## config.mk

```make
export PLATFORM = sky130hd
export DESIGN_NAME = module_lowspeed_control
export DESIGN_NICKNAME = d
export VERILOG_FILES = /design/src/lsc_pkg.sv /design/src/module_lowspeed_control.sv /design/src/pin_sync.sv /design/src/lane_monitor.sv
export SDC_FILE = /design/constraint.sdc
export NUM_CORES = 1
export LEC_CHECK = 0
export ABC_AREA = 1
export BUFFER_PORTS_ARGS = -buffer_cell sky130_fd_sc_hd__buf_2
export CAP_MARGIN = 20
export CORE_MARGIN = 5
export CORE_UTILIZATION = 35
export CTS_BUF_LIST = sky130_fd_sc_hd__clkbuf_8
export CTS_CLUSTER_DIAMETER = 40
export DETAILED_ROUTE_END_ITERATION = 10
export GPL_ROUTABILITY_DRIVEN = 1
export PLACE_DENSITY_LB_ADDON = 0.08
export SLEW_MARGIN = 20
export SYNTH_ARGS = -nofsm -noshare
export SYNTH_HDL_FRONTEND = slang
export SYNTH_SLANG_ARGS = --single-unit
```

## constraint.sdc

```tcl
create_clock -name clk_i -period 2.5 [get_ports clk_i]
set_input_delay 0 -clock clk_i [delete_from_list [all_inputs] [get_ports clk_i]]
set_output_delay 0 -clock clk_i [all_outputs]
set_load 0.005 [all_outputs]
```

## src/lsc_pkg.sv

```systemverilog
package lsc_pkg;

  localparam int unsigned CLK_PERIOD_NS = 10;
  localparam int unsigned LANES = 4;
  localparam int unsigned PWR_W = 16;

  // Timing
  localparam int unsigned RESET_MIN_NS = 10000;
  localparam int unsigned RESET_MIN_CYC = (RESET_MIN_NS + CLK_PERIOD_NS - 1) / CLK_PERIOD_NS;
  localparam int unsigned RST_CNT_W = $clog2(RESET_MIN_CYC + 1);
  localparam longint unsigned INIT_TIME_MS = 2000;
  localparam int unsigned INIT_CYC = int'(INIT_TIME_MS * 64'd1000000 / CLK_PERIOD_NS);

  // Wishbone register byte offsets
  localparam logic [7:0] WB_CTRL = 8'h00;
  localparam logic [7:0] WB_STATUS = 8'h04;
  localparam logic [7:0] WB_IRQ_STATUS = 8'h08;
  localparam logic [7:0] WB_IRQ_MASK = 8'h0C;
  localparam logic [7:0] WB_LOS_THRESH = 8'h10;
  localparam logic [7:0] WB_LANE01 = 8'h14;
  localparam logic [7:0] WB_LANE23 = 8'h18;

  // Wishbone field positions
  localparam int unsigned CTRL_TXDIS = 0;
  localparam int unsigned CTRL_LOWPWR = 1;
  localparam int unsigned IRQ_INIT_DONE = 0;
  localparam int unsigned IRQ_LOS = 1;
  localparam int unsigned IRQ_TWI_WR = 2;
  localparam int unsigned IRQ_W = 3;
  localparam logic [15:0] LOS_THRESH_RST = 16'h0100;

  // 2-wire map byte indices
  localparam logic [6:0] TWI_DEV_ADDR = 7'h50;
  localparam logic [7:0] TM_STATUS = 8'h00;
  localparam logic [7:0] TM_FLAGS = 8'h01;
  localparam logic [7:0] TM_CONTROL = 8'h02;
  localparam logic [7:0] TM_MASK = 8'h03;
  localparam logic [7:0] TM_LANE0 = 8'h04;
  // Status bits: 0 data not ready, 1 loss alarm, 2 tx off, 3 power limit
  localparam int unsigned ST_NOT_READY = 0;
  // Flag bits: 0 reset complete, 2..5 per-lane loss latched
  localparam int unsigned FL_RESET_DONE = 0;
  localparam int unsigned FL_LOS0 = 2;

  typedef enum logic [2:0] {
    TW_IDLE, TW_ADDR, TW_WRITE, TW_ACK, TW_READ, TW_RACK
  } twi_state_e;

endpackage : lsc_pkg

```

## src/module_lowspeed_control.sv

```systemverilog
// Overview of operation
// - Answer 2-wire traffic only while module select is low.
// - Reset input held low past minimum length restores all defaults.
// - Completion shown by interrupt low with data-not-ready flag cleared.
// - Power-up posts the completion interrupt without a reset pulse.
// - Low-power input limits the maximum power the module draws.
// - Presence line is pulled to ground while the module is inserted.
// - Interrupt output driven low for faults or critical status.
// - Transmitter off by disable pin, by 2-wire control, or both.
// - Loss alarm set whenever any lane falls below the threshold.
// - Per-lane received power is monitored and readable over 2-wire.
//
// Implementation choices: register access over Wishbone and the register addresses.
`timescale 1ns/100ps
module module_lowspeed_control
  import lsc_pkg::*;
#(
  parameter int unsigned INIT_CYCLES = INIT_CYC
) (
  input wire logic clk_i,
  input wire logic rst_i,
  input wire logic wb_cyc_i,
  input wire logic wb_stb_i,
  input wire logic wb_we_i,
  input wire logic [7:0] wb_adr_i,
  input wire logic [3:0] wb_sel_i,
  input wire logic [31:0] wb_dat_i,
  output logic [31:0] wb_dat_o,
  output logic wb_ack_o,
  output logic irq_o,
  input wire logic module_select_n_i,
  input wire logic module_reset_n_i,
  input wire logic low_power_select_i,
  input wire logic transmit_disable_i,
  input wire logic scl_i,
  input wire logic sda_i,
  output logic sda_o,
  output logic sda_oe_o,
  output logic interrupt_n_o,
  output logic interrupt_n_oe_o,
  output logic module_present_n_o,
  output logic module_present_n_oe_o,
  input wire logic [LANES*PWR_W-1:0] lane_power_i,
  output logic tx_off_o,
  output logic power_limit_o,
  output logic receive_loss_alarm_o
);

  typedef struct packed {
    logic scl_prev;
    logic sda_prev;
    twi_state_e st;
    logic [3:0] cnt;
    logic [7:0] shreg;
    logic rw;
    logic ptr_set;
    logic [7:0] ptr;
    logic sda_drv;
    logic [RST_CNT_W-1:0] rst_cnt;
    logic [31:0] init_cnt;
    logic init_pending;
    logic [7:0] flags;
    logic [7:0] host_mask;
    logic ctrl_txdis;
    logic ctrl_lowpwr;
    logic [IRQ_W-1:0] irq_status;
    logic [IRQ_W-1:0] irq_mask;
    logic [15:0] thresh;
    logic [LANES-1:0] los_prev;
    logic ack;
    logic [31:0] rdata;
    logic tx_off;
    logic power_limit;
    logic int_drive;
    logic irq;
  } state_s;

  state_s s_q, s_d;

  logic [5:0] pins_s;
  logic scl_s, sda_s, sel_n_s, reset_n_s, lowpwr_s, txdis_s;
  logic [LANES*PWR_W-1:0] power;
  logic [LANES-1:0] below;

  // Reset to idle pin levels, so no false edge or power limit follows reset
  pin_sync #(
    .W(6),
    .RST_VAL(6'h3C)
  ) u_sync (
    .clk_i(clk_i),
    .rst_i(rst_i),
    .pins_i({scl_i, sda_i, module_select_n_i, module_reset_n_i,
             low_power_select_i, transmit_disable_i}),
    .sync_o(pins_s)
  );

  assign {scl_s, sda_s, sel_n_s, reset_n_s, lowpwr_s, txdis_s} = pins_s;

  lane_monitor #(
    .N(LANES),
    .PW(PWR_W)
  ) u_mon (
    .clk_i(clk_i),
    .rst_i(rst_i),
    .lane_power_i(lane_power_i),
    .thresh_i(s_q.thresh),
    .power_o(power),
    .below_o(below)
  );

  function automatic logic [31:0] merge(input logic [31:0] old, input logic [31:0] dat,
                                        input logic [3:0] sel);
    logic [31:0] m;
    m = {{8{sel[3]}}, {8{sel[2]}}, {8{sel[1]}}, {8{sel[0]}}};
    return (old & ~m) | (dat & m);
  endfunction : merge

  logic scl_rise, scl_fall, start_c, stop_c;
  logic wb_req, wb_wr;
  logic [7:0] status_byte;
  logic [7:0] rbyte;
  logic [LANES-1:0] los_rise;
  logic [7:0] flag_set;
  logic flag_clr;
  logic twi_wr;
  logic [7:0] twi_wr_byte;
  logic [31:0] m32;
  logic full_reset;
  logic init_done;

  always_comb begin
    scl_rise = scl_s & ~s_q.scl_prev;
    scl_fall = ~scl_s & s_q.scl_prev;
    start_c = scl_s & s_q.scl_prev & s_q.sda_prev & ~sda_s;
    stop_c = scl_s & s_q.scl_prev & ~s_q.sda_prev & sda_s;
    wb_req = wb_cyc_i & wb_stb_i & ~s_q.ack;
    wb_wr = wb_req & wb_we_i;
    status_byte = {4'h0, s_q.power_limit, s_q.tx_off, |below, s_q.init_pending};
    los_rise = below & ~s_q.los_prev;
    init_done = s_q.init_pending && (s_q.init_cnt == INIT_CYCLES - 1);
    full_reset = ~reset_n_s && (s_q.rst_cnt == RST_CNT_W'(RESET_MIN_CYC));
    rbyte = 8'h00;
    unique case (s_q.ptr)
      TM_STATUS: rbyte = status_byte;
      TM_FLAGS: rbyte = s_q.flags;
      TM_CONTROL: rbyte = {7'h00, s_q.ctrl_txdis};
      TM_MASK: rbyte = s_q.host_mask;
      default: begin
        for (int i = 0; i < 2 * LANES; i++) begin
          if (s_q.ptr == TM_LANE0 + 8'(i)) begin
            rbyte = (i % 2 == 0) ? power[(i/2)*PWR_W + 8 +: 8] : power[(i/2)*PWR_W +: 8];
          end
        end
      end
    endcase
  end

  always_comb begin
    s_d = s_q;
    flag_set = 8'h00;
    flag_clr = 1'b0;
    twi_wr = 1'b0;
    twi_wr_byte = s_q.shreg;
    m32 = 32'h0000_0000;
    s_d.scl_prev = scl_s;
    s_d.sda_prev = sda_s;
    s_d.los_prev = below;

    // 2-wire slave; edges come from the synchronised pins only
    if (start_c) begin
      s_d.st = TW_ADDR;
      s_d.cnt = 4'h0;
      s_d.ptr_set = 1'b0;
      s_d.sda_drv = 1'b0;
    end else if (stop_c) begin
      s_d.st = TW_IDLE;
      s_d.sda_drv = 1'b0;
    end else begin
      unique case (s_q.st)
        TW_IDLE: s_d.sda_drv = 1'b0;
        TW_ADDR, TW_WRITE: begin
          if (scl_rise) begin
            s_d.shreg = {s_q.shreg[6:0], sda_s};
            s_d.cnt = s_q.cnt + 4'h1;
          end else if (scl_fall && s_q.cnt == 4'h8) begin
            if (s_q.st == TW_WRITE) begin
              twi_wr = 1'b1;
              s_d.st = TW_ACK;
              s_d.sda_drv = 1'b1;
            end else if (s_q.shreg[7:1] == TWI_DEV_ADDR) begin
              s_d.rw = s_q.shreg[0];
              s_d.st = TW_ACK;
              s_d.sda_drv = 1'b1;
            end else begin
              s_d.st = TW_IDLE;
            end
          end
        end
        TW_ACK: begin
          if (scl_fall) begin
            s_d.cnt = 4'h0;
            if (s_q.rw) begin
              s_d.st = TW_READ;
              s_d.shreg = {rbyte[6:0], 1'b0};
              s_d.sda_drv = ~rbyte[7];
              flag_clr = (s_q.ptr == TM_FLAGS);
              s_d.ptr = s_q.ptr + 8'h01;
            end else begin
              s_d.st = TW_WRITE;
              s_d.sda_drv = 1'b0;
            end
          end
        end
        TW_READ: begin
          if (scl_rise) begin
            s_d.cnt = s_q.cnt + 4'h1;
          end else if (scl_fall) begin
            if (s_q.cnt == 4'h8) begin
              s_d.st = TW_RACK;
              s_d.sda_drv = 1'b0;
            end else begin
              s_d.sda_drv = ~s_q.shreg[7];
              s_d.shreg = {s_q.shreg[6:0], 1'b0};
            end
          end
        end
        TW_RACK: begin
          if (scl_rise && sda_s) begin
            s_d.st = TW_IDLE;
          end else if (scl_fall) begin
            s_d.st = TW_ACK;
            s_d.rw = 1'b1;
          end
        end
        default: s_d.st = TW_IDLE;
      endcase
    end

    // deselected module lets go of the bus
    if (sel_n_s) begin
      s_d.st = TW_IDLE;
      s_d.sda_drv = 1'b0;
      twi_wr = 1'b0;
      flag_clr = 1'b0;
    end

    // First data byte of a write sets the pointer
    if (twi_wr) begin
      if (!s_q.ptr_set) begin
        s_d.ptr_set = 1'b1;
        s_d.ptr = twi_wr_byte;
      end else begin
        s_d.ptr = s_q.ptr + 8'h01;
        if (s_q.ptr == TM_CONTROL) begin
          s_d.ctrl_txdis = twi_wr_byte[0];
        end
        if (s_q.ptr == TM_MASK) begin
          s_d.host_mask = twi_wr_byte;
        end
      end
    end

    if (s_q.init_pending) begin
      s_d.init_cnt = s_q.init_cnt + 32'h1;
    end
    if (init_done) begin
      s_d.init_pending = 1'b0;
      flag_set[FL_RESET_DONE] = 1'b1;
    end
    flag_set[FL_LOS0 +: LANES] = los_rise;
    // clear on read, a new event wins
    s_d.flags = ((flag_clr ? 8'h00 : s_q.flags)) | flag_set;

    // Wishbone slave: one wait-free ack per request
    s_d.ack = wb_req;
    if (wb_req) begin
      unique case (wb_adr_i)
        WB_CTRL: m32 = {30'h0, s_q.ctrl_lowpwr, s_q.ctrl_txdis};
        WB_STATUS: m32 = {24'h0, status_byte};
        WB_IRQ_STATUS: m32 = {{(32 - IRQ_W){1'b0}}, s_q.irq_status};
        WB_IRQ_MASK: m32 = {{(32 - IRQ_W){1'b0}}, s_q.irq_mask};
        WB_LOS_THRESH: m32 = {16'h0, s_q.thresh};
        WB_LANE01: m32 = {power[PWR_W +: PWR_W], power[0 +: PWR_W]};
        WB_LANE23: m32 = {power[3*PWR_W +: PWR_W], power[2*PWR_W +: PWR_W]};
        default: m32 = 32'h0000_0000;
      endcase
      s_d.rdata = wb_we_i ? 32'h0000_0000 : m32;
    end
    if (wb_wr) begin
      unique case (wb_adr_i)
        WB_CTRL: begin
          m32 = merge({30'h0, s_q.ctrl_lowpwr, s_q.ctrl_txdis}, wb_dat_i, wb_sel_i);
          s_d.ctrl_txdis = m32[CTRL_TXDIS];
          s_d.ctrl_lowpwr = m32[CTRL_LOWPWR];
        end
        WB_IRQ_MASK: begin
          m32 = merge({{(32 - IRQ_W){1'b0}}, s_q.irq_mask}, wb_dat_i, wb_sel_i);
          s_d.irq_mask = m32[IRQ_W-1:0];
        end
        WB_LOS_THRESH: begin
          m32 = merge({16'h0, s_q.thresh}, wb_dat_i, wb_sel_i);
          s_d.thresh = m32[15:0];
        end
        default: ;
      endcase
    end
    // Write-one-to-clear; a same-cycle event keeps its bit
    s_d.irq_status = s_q.irq_status
                     & ~((wb_wr && wb_adr_i == WB_IRQ_STATUS && wb_sel_i[0])
                         ? wb_dat_i[IRQ_W-1:0] : {IRQ_W{1'b0}})
                     | {twi_wr & s_q.ptr_set, |los_rise, init_done};

    // either source, or a pending init, turns the transmitter off
    s_d.tx_off = txdis_s | s_q.ctrl_txdis | s_q.init_pending;
    s_d.power_limit = lowpwr_s | s_q.ctrl_lowpwr;
    // pull interrupt low on unmasked flags, held off during init
    s_d.int_drive = |(s_d.flags & ~s_q.host_mask) & ~s_q.init_pending;
    s_d.irq = |(s_q.irq_status & s_q.irq_mask);

    // Reset pulse length counter
    if (reset_n_s) begin
      s_d.rst_cnt = '0;
    end else if (!full_reset) begin
      s_d.rst_cnt = s_q.rst_cnt + RST_CNT_W'(1);
    end

    // full reset; the same on power-up
    if (full_reset || rst_i) begin
      s_d = '0;
      s_d.st = TW_IDLE;
      s_d.scl_prev = 1'b1;
      s_d.sda_prev = 1'b1;
      s_d.thresh = LOS_THRESH_RST;
      s_d.los_prev = rst_i ? '0 : below;
      // not-ready from the start of reset
      s_d.init_pending = 1'b1;
      s_d.tx_off = 1'b1;
      s_d.power_limit = rst_i ? 1'b0 : lowpwr_s;
      s_d.rst_cnt = rst_i ? '0 : s_q.rst_cnt;
      s_d.ack = rst_i ? 1'b0 : wb_req;
    end
  end

  always_ff @(posedge clk_i) begin
    s_q <= s_d;
  end

  assign wb_dat_o = s_q.rdata;
  assign wb_ack_o = s_q.ack;
  assign irq_o = s_q.irq;
  assign sda_o = 1'b0;
  assign sda_oe_o = s_q.sda_drv;
  assign interrupt_n_o = 1'b0;
  assign interrupt_n_oe_o = s_q.int_drive;
  assign module_present_n_o = 1'b0;
  assign module_present_n_oe_o = 1'b1;
  assign tx_off_o = s_q.tx_off;
  assign power_limit_o = s_q.power_limit;
  assign receive_loss_alarm_o = |below;

endmodule : module_lowspeed_control

```

## src/pin_sync.sv

```systemverilog
`timescale 1ns/100ps
module pin_sync #(
  parameter int unsigned W = 1,
  parameter logic [W-1:0] RST_VAL = '1
) (
  input wire logic clk_i,
  input wire logic rst_i,
  input wire logic [W-1:0] pins_i,
  output logic [W-1:0] sync_o
);
  typedef struct packed {
    logic [W-1:0] s1;
    logic [W-1:0] s2;
  } sync_s;

  sync_s s_q, s_d;

  always_comb begin
    s_d.s1 = pins_i;
    s_d.s2 = s_q.s1;
    if (rst_i) begin
      s_d.s1 = RST_VAL;
      s_d.s2 = RST_VAL;
    end
  end

  always_ff @(posedge clk_i) begin
    s_q <= s_d;
  end

  assign sync_o = s_q.s2;
endmodule : pin_sync

```

## src/lane_monitor.sv

```systemverilog
`timescale 1ns/100ps
module lane_monitor
  import lsc_pkg::*;
#(
  parameter int unsigned N = LANES,
  parameter int unsigned PW = PWR_W
) (
  input wire logic clk_i,
  input wire logic rst_i,
  input wire logic [N*PW-1:0] lane_power_i,
  input wire logic [PW-1:0] thresh_i,
  output logic [N*PW-1:0] power_o,
  output logic [N-1:0] below_o
);
  typedef struct packed {
    logic [N*PW-1:0] power;
    logic [N-1:0] below;
  } mon_s;

  mon_s s_q, s_d;

  always_comb begin
    s_d = s_q;
    for (int i = 0; i < N; i++) begin
      s_d.power[i*PW +: PW] = lane_power_i[i*PW +: PW];
      s_d.below[i] = lane_power_i[i*PW +: PW] < thresh_i;
    end
    if (rst_i) begin
      s_d = '0;
    end
  end

  always_ff @(posedge clk_i) begin
    s_q <= s_d;
  end

  assign power_o = s_q.power;
  assign below_o = s_q.below;
endmodule : lane_monitor

```

==> impl_metrics.py, run 1 <==
metrics = {
    "timing": {
        "fmax_mhz": 422,
        "rsz0062_at_grt": "no",
        "slew_headroom_pct": 43.3,
        "fin_skew_ps": 27.9,
        "hold_viol": 0,
        "worstMarginPinSlew_ps": 850,
        "period_needed_ps": 2370,
        "period_share_pct": 94.7,
        "slew_viol_final": 0,
        "tns_ps": 0,
        "finalSetupViolCount": 0,
    },
    "setup_path": {
        "critPathLaunchType": "primary input",
        "worst-path-max-fanout": 5,
        "path_class": "primary input to register",
        "arrival_ps": 2850,
        "cp-end-kind": "register",
        "critical_path_required_ps": 2990,
    },
    "cts": {
        "clock_latency_ps": 610,
        "cts_made_buffers": 48,
        "clk_pin_slew_worst_paths_ps": 60,
        "cts-root-buf": "clkbuf_8",
        "post_cts_buffers": 0,
        "cts_buffer_depth": 3,
        "cts_tree": "done",
        "htree_levels": 2,
        "clock_sinks": 232,
    },
    "cells_and_area": {
        "stdcell_count": 2391,
        "multiInputGateArea_mm2": 0.00589,
        "syn_to_final_growth_pct": 26.0,
        "seq_area_mm2": 0.00474,
        "final_nets": 2087,
        "final_util_pct": 44.4,
        "drive_gt1_share_pct": 16.5,
        "fill_cells": 3625,
        "n_antenna_cell": 0,
    },
    "die": {
        "die_h_um": 196,
        "core-area_mm2": 0.0344,
        "row_count": 68,
        "die-width_um": 196,
        "start_util_pct": 35.2,
        "die-area_mm2": 0.0384,
        "io_pins": 162,
    },
    "yosys": {
        "netlist_area_mm2": 0.0121,
        "synth_area_leaders": "dfxtp_1 (37%), nand2_1 (9.2%), inv_1 (7.4%)",
        "synth_cell_type_count": 50,
        "yosys_warnings": 0,
        "synth_top_area_cell": "dfxtp_1",
        "synthesis.instances": 1661,
        "ys_async_sr_fraction_pct": 0,
        "synth_edf_count": 10,
        "ys.flop_type": "dfxtp_1",
        "synth-seq-cells": 232,
        "yosys.area.top_type_share_pct": 36.7,
        "synth-seq-area-share_pct": 39.2,
        "syn_area_per_cell_um2": 7.29,
    },
    "routing": {
        "post-route-drc-count": 0,
        "viasPerCell": 4.78,
        "ant_nets": 0,
        "drtPass1Iterations": 5,
        "drt_iter0_markers": 627,
        "dr_total_vias": 11400,
        "wl_per_cell_um": 16.5,
        "routed_wl_mm": 39.5,
    },
    "run": {
        "drv_cap": 0,
    },
    "global_routing": {
        "grt_max_degree": 85,
        "grt_overflow": 0,
        "grt_first_pass_wirelength_mm": 62.2,
        "grt_pass1_vias": 11600,
        "grt_antenna_before_repair": 0,
        "gr-usage-all-layers_pct": 20.3,
    },
    "pwr": {
        "p_leak_uw": 0.00668,
        "powerDensity_mw_per_mm2": 584,
        "vdd_drop_max_v": 0.000415,
        "total_power_uw": 8920,
    },
    "placed_design": {
        "gp_congestion": 0.903,
        "portBuffers": 139,
        "place_inst": 2200,
        "hpwlAfterDp_mm": 29.6,
    },
    "run_status": {
        "outcome": "complete, no violations",
    },
    "hold_path": {
        "hold_path_class": "primary input to register",
    },
}
registers in the layout (all words and copies together), names as in the netlist, 4 cells and up, named ones only:
name and count:
s_q 85, u_mon.power_o 64, wb_dat_o 32, twi_wr_byte 8, u_sync.s_q 6, u_sync.sync_o 6, u_mon.below_o 4
cell families after synthesis:
family	synth area share (%)
and+or+nand+nor	24.1
other	0.0620
adders and majority gates	7.13
DFF	39.2
buffers and inverters	12.4
AOI/OAI and AO/OA	15.9
xor gates and xnor gates	1.23
critical path, stage by stage:
cell and delay (ps):
dlygate4sd3_1 540, buf_2 130, nor3_2 270, dlygate4sd3_1 650
nand2_1 60, dlygate4sd3_1 560, inv_1 150, nand3_1 90
a2111oi_1 340, nor2_1 60
cell usage in the layout, fill, tap and decap left out, types with 15 or more instances in the layout:
master,count
a211oi_1,15
inv_1,248
buf_2,139
nand4_1,21
buf_4,28
inv_2,30
o21ai_0,57
o22ai_1,15
dlygate4sd3_1,104
ha_1,69
o21ai_1,19
nand3_1,56
dfxtp_1,222
nand2_1,295
clkbuf_8,56
o211ai_1,23
nor3_1,35
nor2_1,181
a21oi_1,170
report_power, final:
group / switching (uW) / leakage, uW / internal, uW / total (uW)
registers: 56.4 / 0.00193 / 3810 / 3860
logic: 322 / 0.00416 / 276 / 598
clock network: 1780 / 0.000586 / 2680 / 4460
total: 2150 / 0.00668 / 6760 / 8920
synth_stat cells, drive strengths merged (6+ instances only):
cell	instances
dfxtp	222
buf	55
edfxtp	10
nor2	191
clkbuf	31
ha	69
nand2	301
or2	14
a22o	9
nor4	13
o22ai	15
a221oi	6
a211oi	17
nand3	61
a21oi	170
nor3	45
o21ai	76
xor2	12
inv	267
o211ai	23
nand4	23
cell type report:
cell class                 count  share of cell area (%)
timing repair buffer         272                    12.9
sequential                   232                    31.1
inverter                     267                    6.56
clock buffer                  56                    5.05
multi-input combinational   1078                    38.6
tap                          455                    3.73
clock inverter                31                    2.06
what timing repair did:
item / CTS / global route
hold buffers: 104 / 0
endpoints found under the setup margin: 0 / 13
resized for setup: 0 / 5
hold endpoints to repair: 121 / 0
path summary, 6_finish.rpt:
path / startpoint / end / slack, ps / cells past startpoint
worst max-delay path: wb_adr_i[4] / s_q[61] / 130 / 10
worst min-delay path: wb_adr_i[5] / register / 30 / 8
worst max register to register: s_q[115] / register / 230 / 10
worst min register to register: u_sync.s_q[7] / u_sync.sync_o[1] / 400 / 2
metal layers:
metal	track usage (%)	wire length (um)
met2	36.1	19300
met5	0	0
met3	2.89	1420
met4	6.83	1020
met1	25.4	17700
through the flow:
stage / instance area (um^2) / setup slack (ps) / hold slack (ps)
2_1_floorplan: 12100 / 662 / 104
3_3_place_gp: 13100 / 316 / 184
3_5_place_dp: 13100 / 325 / 184
4_1_cts: 15200 / 73.4 / 3.87
5_1_grt: 15300 / 3.02 / 93.3
6_report: 15300 / 133 / 30.0
Power figures use the tool's default switching activity.
==> run 2: changes to the inputs <==
--- a/config.mk
+++ b/config.mk
@@ -14,6 +14,7 @@
 export CTS_CLUSTER_DIAMETER = 40
 export DETAILED_ROUTE_END_ITERATION = 10
 export GPL_ROUTABILITY_DRIVEN = 1
+export GPL_TIMING_DRIVEN = 0
 export PLACE_DENSITY_LB_ADDON = 0.08
 export SLEW_MARGIN = 20
 export SYNTH_ARGS = -nofsm -noshare
==> run 2 against run 1 <==
Against the previous run:
- clock skew down 6.4 ps
- critical path depth rose by 1
- largest cell class unchanged
- non-clock buffer count rose by 56
- sequential share of layout area fell by 0.60 points
- clock power is 4% higher
- total power grew 2.3%
==> impl_metrics.py, run 2 (synthesis results as in run 1) <==
metrics = {
    "run_status": {
        "outcome": "complete, no violations",
    },
    "placed_design": {
        "portBuffers": 139,
        "gp_congestion": 0.937,
        "hpwlAfterDp_mm": 32.9,
        "pre_cts_ws_ps": -201,
    },
    "setup_path": {
        "path_class": "primary input to register",
        "critPathLaunchType": "primary input",
        "cp-end-kind": "register",
        "crit_family": "buffers and inverters",
        "arrival_ps": 2820,
        "crit_chain": "dlygate4sd3_1, buf_2, nand2_1, dlygate4sd3_1, nor2_1, inv_2, nor2_1, nand3_1, clkbuf_1, o21ai_1, a21oi_1",
        "slowest_stage": "dlygate4sd3_1",
        "worst-path-max-fanout": 10,
        "critical_path_required_ps": 2950,
        "path_buf_inv": 5,
        "max_stage_delay_ps": 550,
    },
    "die": {
        "die_h_um": 196,
        "io_pins": 162,
        "core-area_mm2": 0.0344,
        "die-width_um": 196,
        "start_util_pct": 35.2,
        "row_count": 68,
        "die-area_mm2": 0.0384,
    },
    "timing": {
        "hold_viol": 0,
        "tns_ps": 0,
        "period_share_pct": 94.9,
        "period_needed_ps": 2370,
        "fin_ws_ps": 128,
        "finalSetupViolCount": 0,
        "slew_viol_final": 0,
        "fin_skew_ps": 21.5,
        "rsz0062_at_grt": "no",
        "slew_headroom_pct": 36.0,
        "hold_slack_ps": 49.0,
        "fmax_mhz": 422,
        "worstMarginPinSlew_ps": 961,
    },
    "cts": {
        "clock_sinks": 232,
        "htree_levels": 2,
        "clk_pin_slew_worst_paths_ps": 50,
        "cts_made_buffers": 50,
        "cts_buffer_depth": 3,
        "clock_latency_ps": 580,
        "cts_tree": "done",
        "cts-root-buf": "clkbuf_8",
    },
    "global_routing": {
        "grt_pass1_vias": 11700,
        "grt_first_pass_wirelength_mm": 64.2,
        "gr-usage-all-layers_pct": 21.3,
        "grt_overflow": 0,
        "grt_antenna_before_repair": 1,
        "grt_max_degree": 14,
    },
    "routing": {
        "dr_total_vias": 11800,
        "wl_per_cell_um": 17.1,
        "viasPerCell": 4.80,
        "post-route-drc-count": 0,
        "drtPass1Iterations": 6,
        "routed_wl_mm": 41.8,
        "drt_iter0_markers": 606,
        "ant_nets": 0,
    },
    "cells_and_area": {
        "seq_area_mm2": 0.00474,
        "syn_to_final_growth_pct": 28.5,
        "drive_gt1_share_pct": 17.5,
        "regMostFlops": "s_q",
        "largest_reg_flops": 85,
        "final_nets": 2145,
        "fill_cells": 3575,
        "most-common-layout-cells": "nand2_1 (296), inv_1 (250), dfxtp_1 (222)",
        "n_antenna_cell": 0,
        "multiInputGateArea_mm2": 0.00587,
        "final_common_cell": "nand2_1",
    },
    "hold_path": {
        "hold_path_class": "primary input to register",
    },
    "pwr": {
        "vdd_drop_max_v": 0.000347,
        "p_leak_uw": 0.00689,
        "powerDensity_mw_per_mm2": 586,
    },
    "run": {
        "drv_cap": 0,
    },
}
==> run 2: cell count changes in the layout (fill, tap and decap cells not counted), moves of 2 or more <==
| cell | before | now |
|---|---|---|
| clkbuf_8 | 56 | 61 |
| buf_2 | 139 | 151 |
| clkbuf_2 | 0 | 5 |
| inv_1 | 248 | 250 |
| buf_4 | 28 | 40 |
| clkinv_4 | 2 | 0 |
| clkbuf_1 | 0 | 26 |
| buf_6 | 0 | 2 |
==> run 2: routing by layer <==
layer / GRT usage [%] / wire [um] / part of all wire (%) / up-vias
li1: - / - / - / 5993
met1: 26.5 / 18100 / 43 / 5390
met2: 37.0 / 20200 / 48 / 294
met3: 3.02 / 1690 / 4.0 / 90
met4: 8.79 / 1820 / 4.4 / 0
met5: 0 / 0 / 0 / -
==> run 2: worst reg2reg max path, cell delays in order (launching register included) <==
cell     delay [ps]
dfxtp_1         340
nor2_1          140
nand2_2         110
buf_6           190
nor3_4          330
nand3_2         250
inv_2           170
o21ai_1          90
nand2_1          70
nand4_1         100
nor4_1          270
nor2_1          150
==> run 2: final cells by class <==
class / instances / area share [%]
Multi-Input combinational cell: 1078 / 37.7
Inverter: 267 / 6.44
Sequential cell: 232 / 30.5
Timing Repair Buffer: 242 / 11.1
Clock inverter: 30 / 1.96
Buffer: 86 / 3.27
Clock buffer: 61 / 5.39
Tap cell: 455 / 3.66
==> run 2: final timing paths <==
kind              depth (start not counted)  slack (ps)          start                to
setup / recovery                         11         130       wb_stb_i          register
hold reg to reg                           1         410  u_sync.s_q[8]  u_sync.sync_o[2]
setup reg to reg                         11         150       s_q[129]  interrupt_n_oe_o
hold / removal                            6          50    wb_adr_i[4]          register
==> run 2: timing repair <==
item                       CTS  global route
pin swaps                    0             1
buffers inserted             0             0
setup endpoints to repair   51             2
hold endpoints to repair   122             0
gates resized for setup      5             1
hold buffers               103             0
==> run 2: per-stage QoR <==
stage	total power [uW]	utilization [%]	area, um^2	std cells
global route	9500	45.3	15600	2451
detailed placement	4460	38.9	13400	2257
finish	9130	45.3	15600	2451
CTS	9230	45.3	15600	2451
global placement	4450	38.9	13400	2257
floorplan	4180	-	12100	1663
==> run 2: report_power, final <==
part / total, uW / switching [uW] / internal [uW]
combinational: 634 / 346 / 288
clock: 4630 / 1790 / 2840
sequential: 3870 / 58.4 / 3810
total: 9130 / 2190 / 6930
==> run 3: changes to the inputs <==
--- a/config.mk
+++ b/config.mk
@@ -5,7 +5,6 @@
 export SDC_FILE = /design/constraint.sdc
 export NUM_CORES = 1
 export LEC_CHECK = 0
-export ABC_AREA = 1
 export BUFFER_PORTS_ARGS = -buffer_cell sky130_fd_sc_hd__buf_2
 export CAP_MARGIN = 20
 export CORE_MARGIN = 5
==> run 3 against run 2 <==
Against the previous run:
- worst hold slack worse by 11 ps
- fmax is 0.28% lower
- largest cell class unchanged
- non-clock buffer count increased by 13
- highest routed layer unchanged
- die area shrank 3.5%
- cell area shrank 3.8%
- register-to-register slack got worse by 30 ps
- global-route usage up 0.28 points
- total power fell by 6.9%
- core utilization grew 0.49 points
- sequential share of layout area increased by 1.2 points
==> impl_metrics.py, run 3 <==
metrics = {
    "run_status": {
        "outcome": "complete, no violations",
    },
    "placed_design": {
        "portBuffers": 137,
        "gp_congestion": 0.908,
        "hpwlAfterDp_mm": 31.6,
        "pre_cts_ws_ps": -844,
        "place_inst": 1883,
    },
    "setup_path": {
        "ff2ff_path_depth": 6,
        "critPathLaunchType": "register",
        "path_class": "register to register",
        "r2r_start": "s_q[118]",
        "worst-path-max-fanout": 8,
        "rrSetupSlack_ps": 120,
        "arrival_ps": 2890,
        "cp-end-kind": "register",
        "critical_path_required_ps": 3010,
    },
    "yosys": {
        "synth_top_area_cell": "dfxtp_1",
        "ys_async_sr_fraction_pct": 0,
        "synth-seq-cells": 232,
        "synth_area_leaders": "dfxtp_1 (38%), ha_1 (7.4%), nor2b_1 (4.7%)",
        "ys.flop_type": "dfxtp_1",
        "yosys_warnings": 0,
        "synth_cell_type_count": 73,
        "synth_edf_count": 10,
        "synth-seq-area-share_pct": 40.7,
        "synthesis.instances": 1302,
        "syn_area_per_cell_um2": 8.96,
        "netlist_area_mm2": 0.0117,
        "synth_commonest_cells": "dfxtp_1 (222), nor2_1 (118), nor2b_1 (87), nand2_1 (74), a21oi_1 (71)",
        "synth_most_common_cell": "dfxtp_1",
        "yosys.area.top_type_share_pct": 38.1,
    },
    "routing": {
        "ant_nets": 0,
        "wl_per_cell_um": 19.8,
        "drtPass1Iterations": 5,
        "viasPerCell": 5.10,
        "routed_wl_mm": 40.8,
        "post-route-drc-count": 0,
        "drt_iter0_markers": 527,
        "dr_total_vias": 10500,
    },
    "run": {
        "drv_cap": 0,
    },
    "pwr": {
        "total_power_uw": 8500,
        "powerDensity_mw_per_mm2": 568,
        "vdd_drop_max_v": 0.000424,
        "p_leak_uw": 0.00607,
    },
    "global_routing": {
        "gr-usage-all-layers_pct": 21.6,
        "grt_antenna_before_repair": 1,
        "grt_first_pass_wirelength_mm": 62.0,
        "grt_overflow": 0,
        "grt_pass1_vias": 10700,
        "grt_max_degree": 13,
    },
    "timing": {
        "fmax_mhz": 420,
        "fin_skew_ps": 14.3,
        "slew_headroom_pct": 44.0,
        "hold_viol": 0,
        "slew_viol_final": 0,
        "period_needed_ps": 2380,
        "fin_ws_ps": 121,
        "finalSetupViolCount": 0,
        "period_share_pct": 95.1,
        "rsz0062_at_grt": "no",
        "worstMarginPinSlew_ps": 840,
        "hold_slack_ps": 37.5,
    },
    "cts": {
        "cts_buffer_depth": 3,
        "clk_pin_slew_worst_paths_ps": 60,
        "htree_levels": 2,
        "clock_sinks": 232,
        "clock_latency_ps": 570,
        "cts_made_buffers": 44,
        "cts_tree": "done",
        "cts-root-buf": "clkbuf_8",
    },
    "hold_path": {
        "holdCritStartpoint": "wb_adr_i[3]",
        "hold_depth": 4,
        "hold_path_class": "primary input to register",
        "hold_path_end": "wb_dat_o[0]",
    },
    "cells_and_area": {
        "most-common-layout-cells": "dfxtp_1 (222), buf_2 (151), nor2_1 (116)",
        "syn_to_final_growth_pct": 28.3,
        "final_common_cell": "dfxtp_1",
        "drive_gt1_share_pct": 19.6,
        "fill_cells": 3296,
        "final_nets": 1776,
        "stdcell_count": 2057,
        "largest_reg_flops": 85,
        "regMostFlops": "s_q",
    },
    "die": {
        "die-width_um": 193,
        "start_util_pct": 35.7,
        "core-area_mm2": 0.0327,
        "die-area_mm2": 0.0371,
        "die_h_um": 193,
        "row_count": 66,
        "io_pins": 162,
    },
}
-- run 3: cell types whose count changed after synthesis, moves of 29 or more --
cell     delta
a22oi_1    +32
inv_2      -29
inv_1     -192
nor2b_1    +87
nand2_1   -222
a21oi_1    -99
mux2i_1    +36
nor2_1     -63
-- run 3: logic make-up (layout without fill, tap and decap cells) --
| group | count (synthesis) | count (layout) | synth area share [%] |
|---|---|---|---|
| and+or+nand+nor | 448 | 448 | 20.2 |
| AOI/OAI and AO/OA | 322 | 322 | 18.8 |
| DFF | 232 | 232 | 40.7 |
| buffers and inverters | 149 | 459 | 6.21 |
| adders and majority gates | 69 | 69 | 7.40 |
| muxes | 43 | 43 | 3.86 |
| xor gates and xnor gates | 37 | 37 | 2.78 |
| other | 2 | 5 | 0.0643 |
-- run 3: layout make-up --
cell class	instances	area (um^2)	area share, %
Sequential cell	232	4740	31.7
Antenna cell	1	2.50	0.0167
Timing Repair Buffer	240	1700	11.4
Buffer	101	564	3.77
Tap cell	442	553	3.69
Inverter	46	173	1.15
Clock buffer	51	702	4.69
Clock inverter	21	234	1.56
Multi-Input combinational cell	923	6300	42.0
-- run 3: worst max path at each step --
stage | cells past startpoint | slack (ps) | start | endpoint
4_1_cts | 9 | -3 | s_q[125] | sda_oe_o
5_1_grt | 10 | 3 | s_q[143] | twi_wr_byte[5]
6_report | 6 | 120 | s_q[118] | register
3_5_place_dp | 7 | -840 | s_q[116] | wb_dat_o[23]
2_1_floorplan | 9 | 230 | s_q[143] | twi_wr_byte[3]
3_3_place_gp | 7 | -770 | s_q[116] | wb_dat_o[23]
-- run 3: where the power goes --
| part | switching [uW] | leakage [uW] | internal, uW |
|---|---|---|---|
| Combinational | 311 | 0.00363 | 309 |
| Sequential | 70.6 | 0.00194 | 3810 |
| Clock | 1630 | 0.000504 | 2370 |
| Total | 2010 | 0.00607 | 6490 |
-- run 3: what timing repair did --
action,CTS,global route
resized for setup,21,13
setup endpoints to repair,152,41
hold endpoints to repair,114,0
hold buffers,93,0
pin swaps,3,2
buffers inserted,5,5
-- run 3: through the flow --
stage / cell area (um^2) / setup TNS [ps] / utilization [%]
after floorplan: 11700 / 0 / -
after global placement: 12900 / -64650 / 39.5
after detailed placement: 12900 / -70370 / 39.5
after CTS: 14900 / -2.72 / 45.6
after global routing: 15000 / 0 / 45.8
final: 15000 / 0 / 45.8
-- run 3: worst max-delay path, stage by stage (launching register included) --
cell,delay (ps)
edfxtp_1,390
or4b_2,720
nor3_4,230
buf_4,190
nor2_4,100
o211ai_1,110
dlygate4sd3_1,570
-- run 3: layer usage --
layer	up-vias	track usage (%)	routed length [um]
met1	4929	27.8	18100
met2	279	36.7	19600
li1	5212	-	-
met5	-	0	0
met3	77	3.26	1670
met4	0	7.60	1350
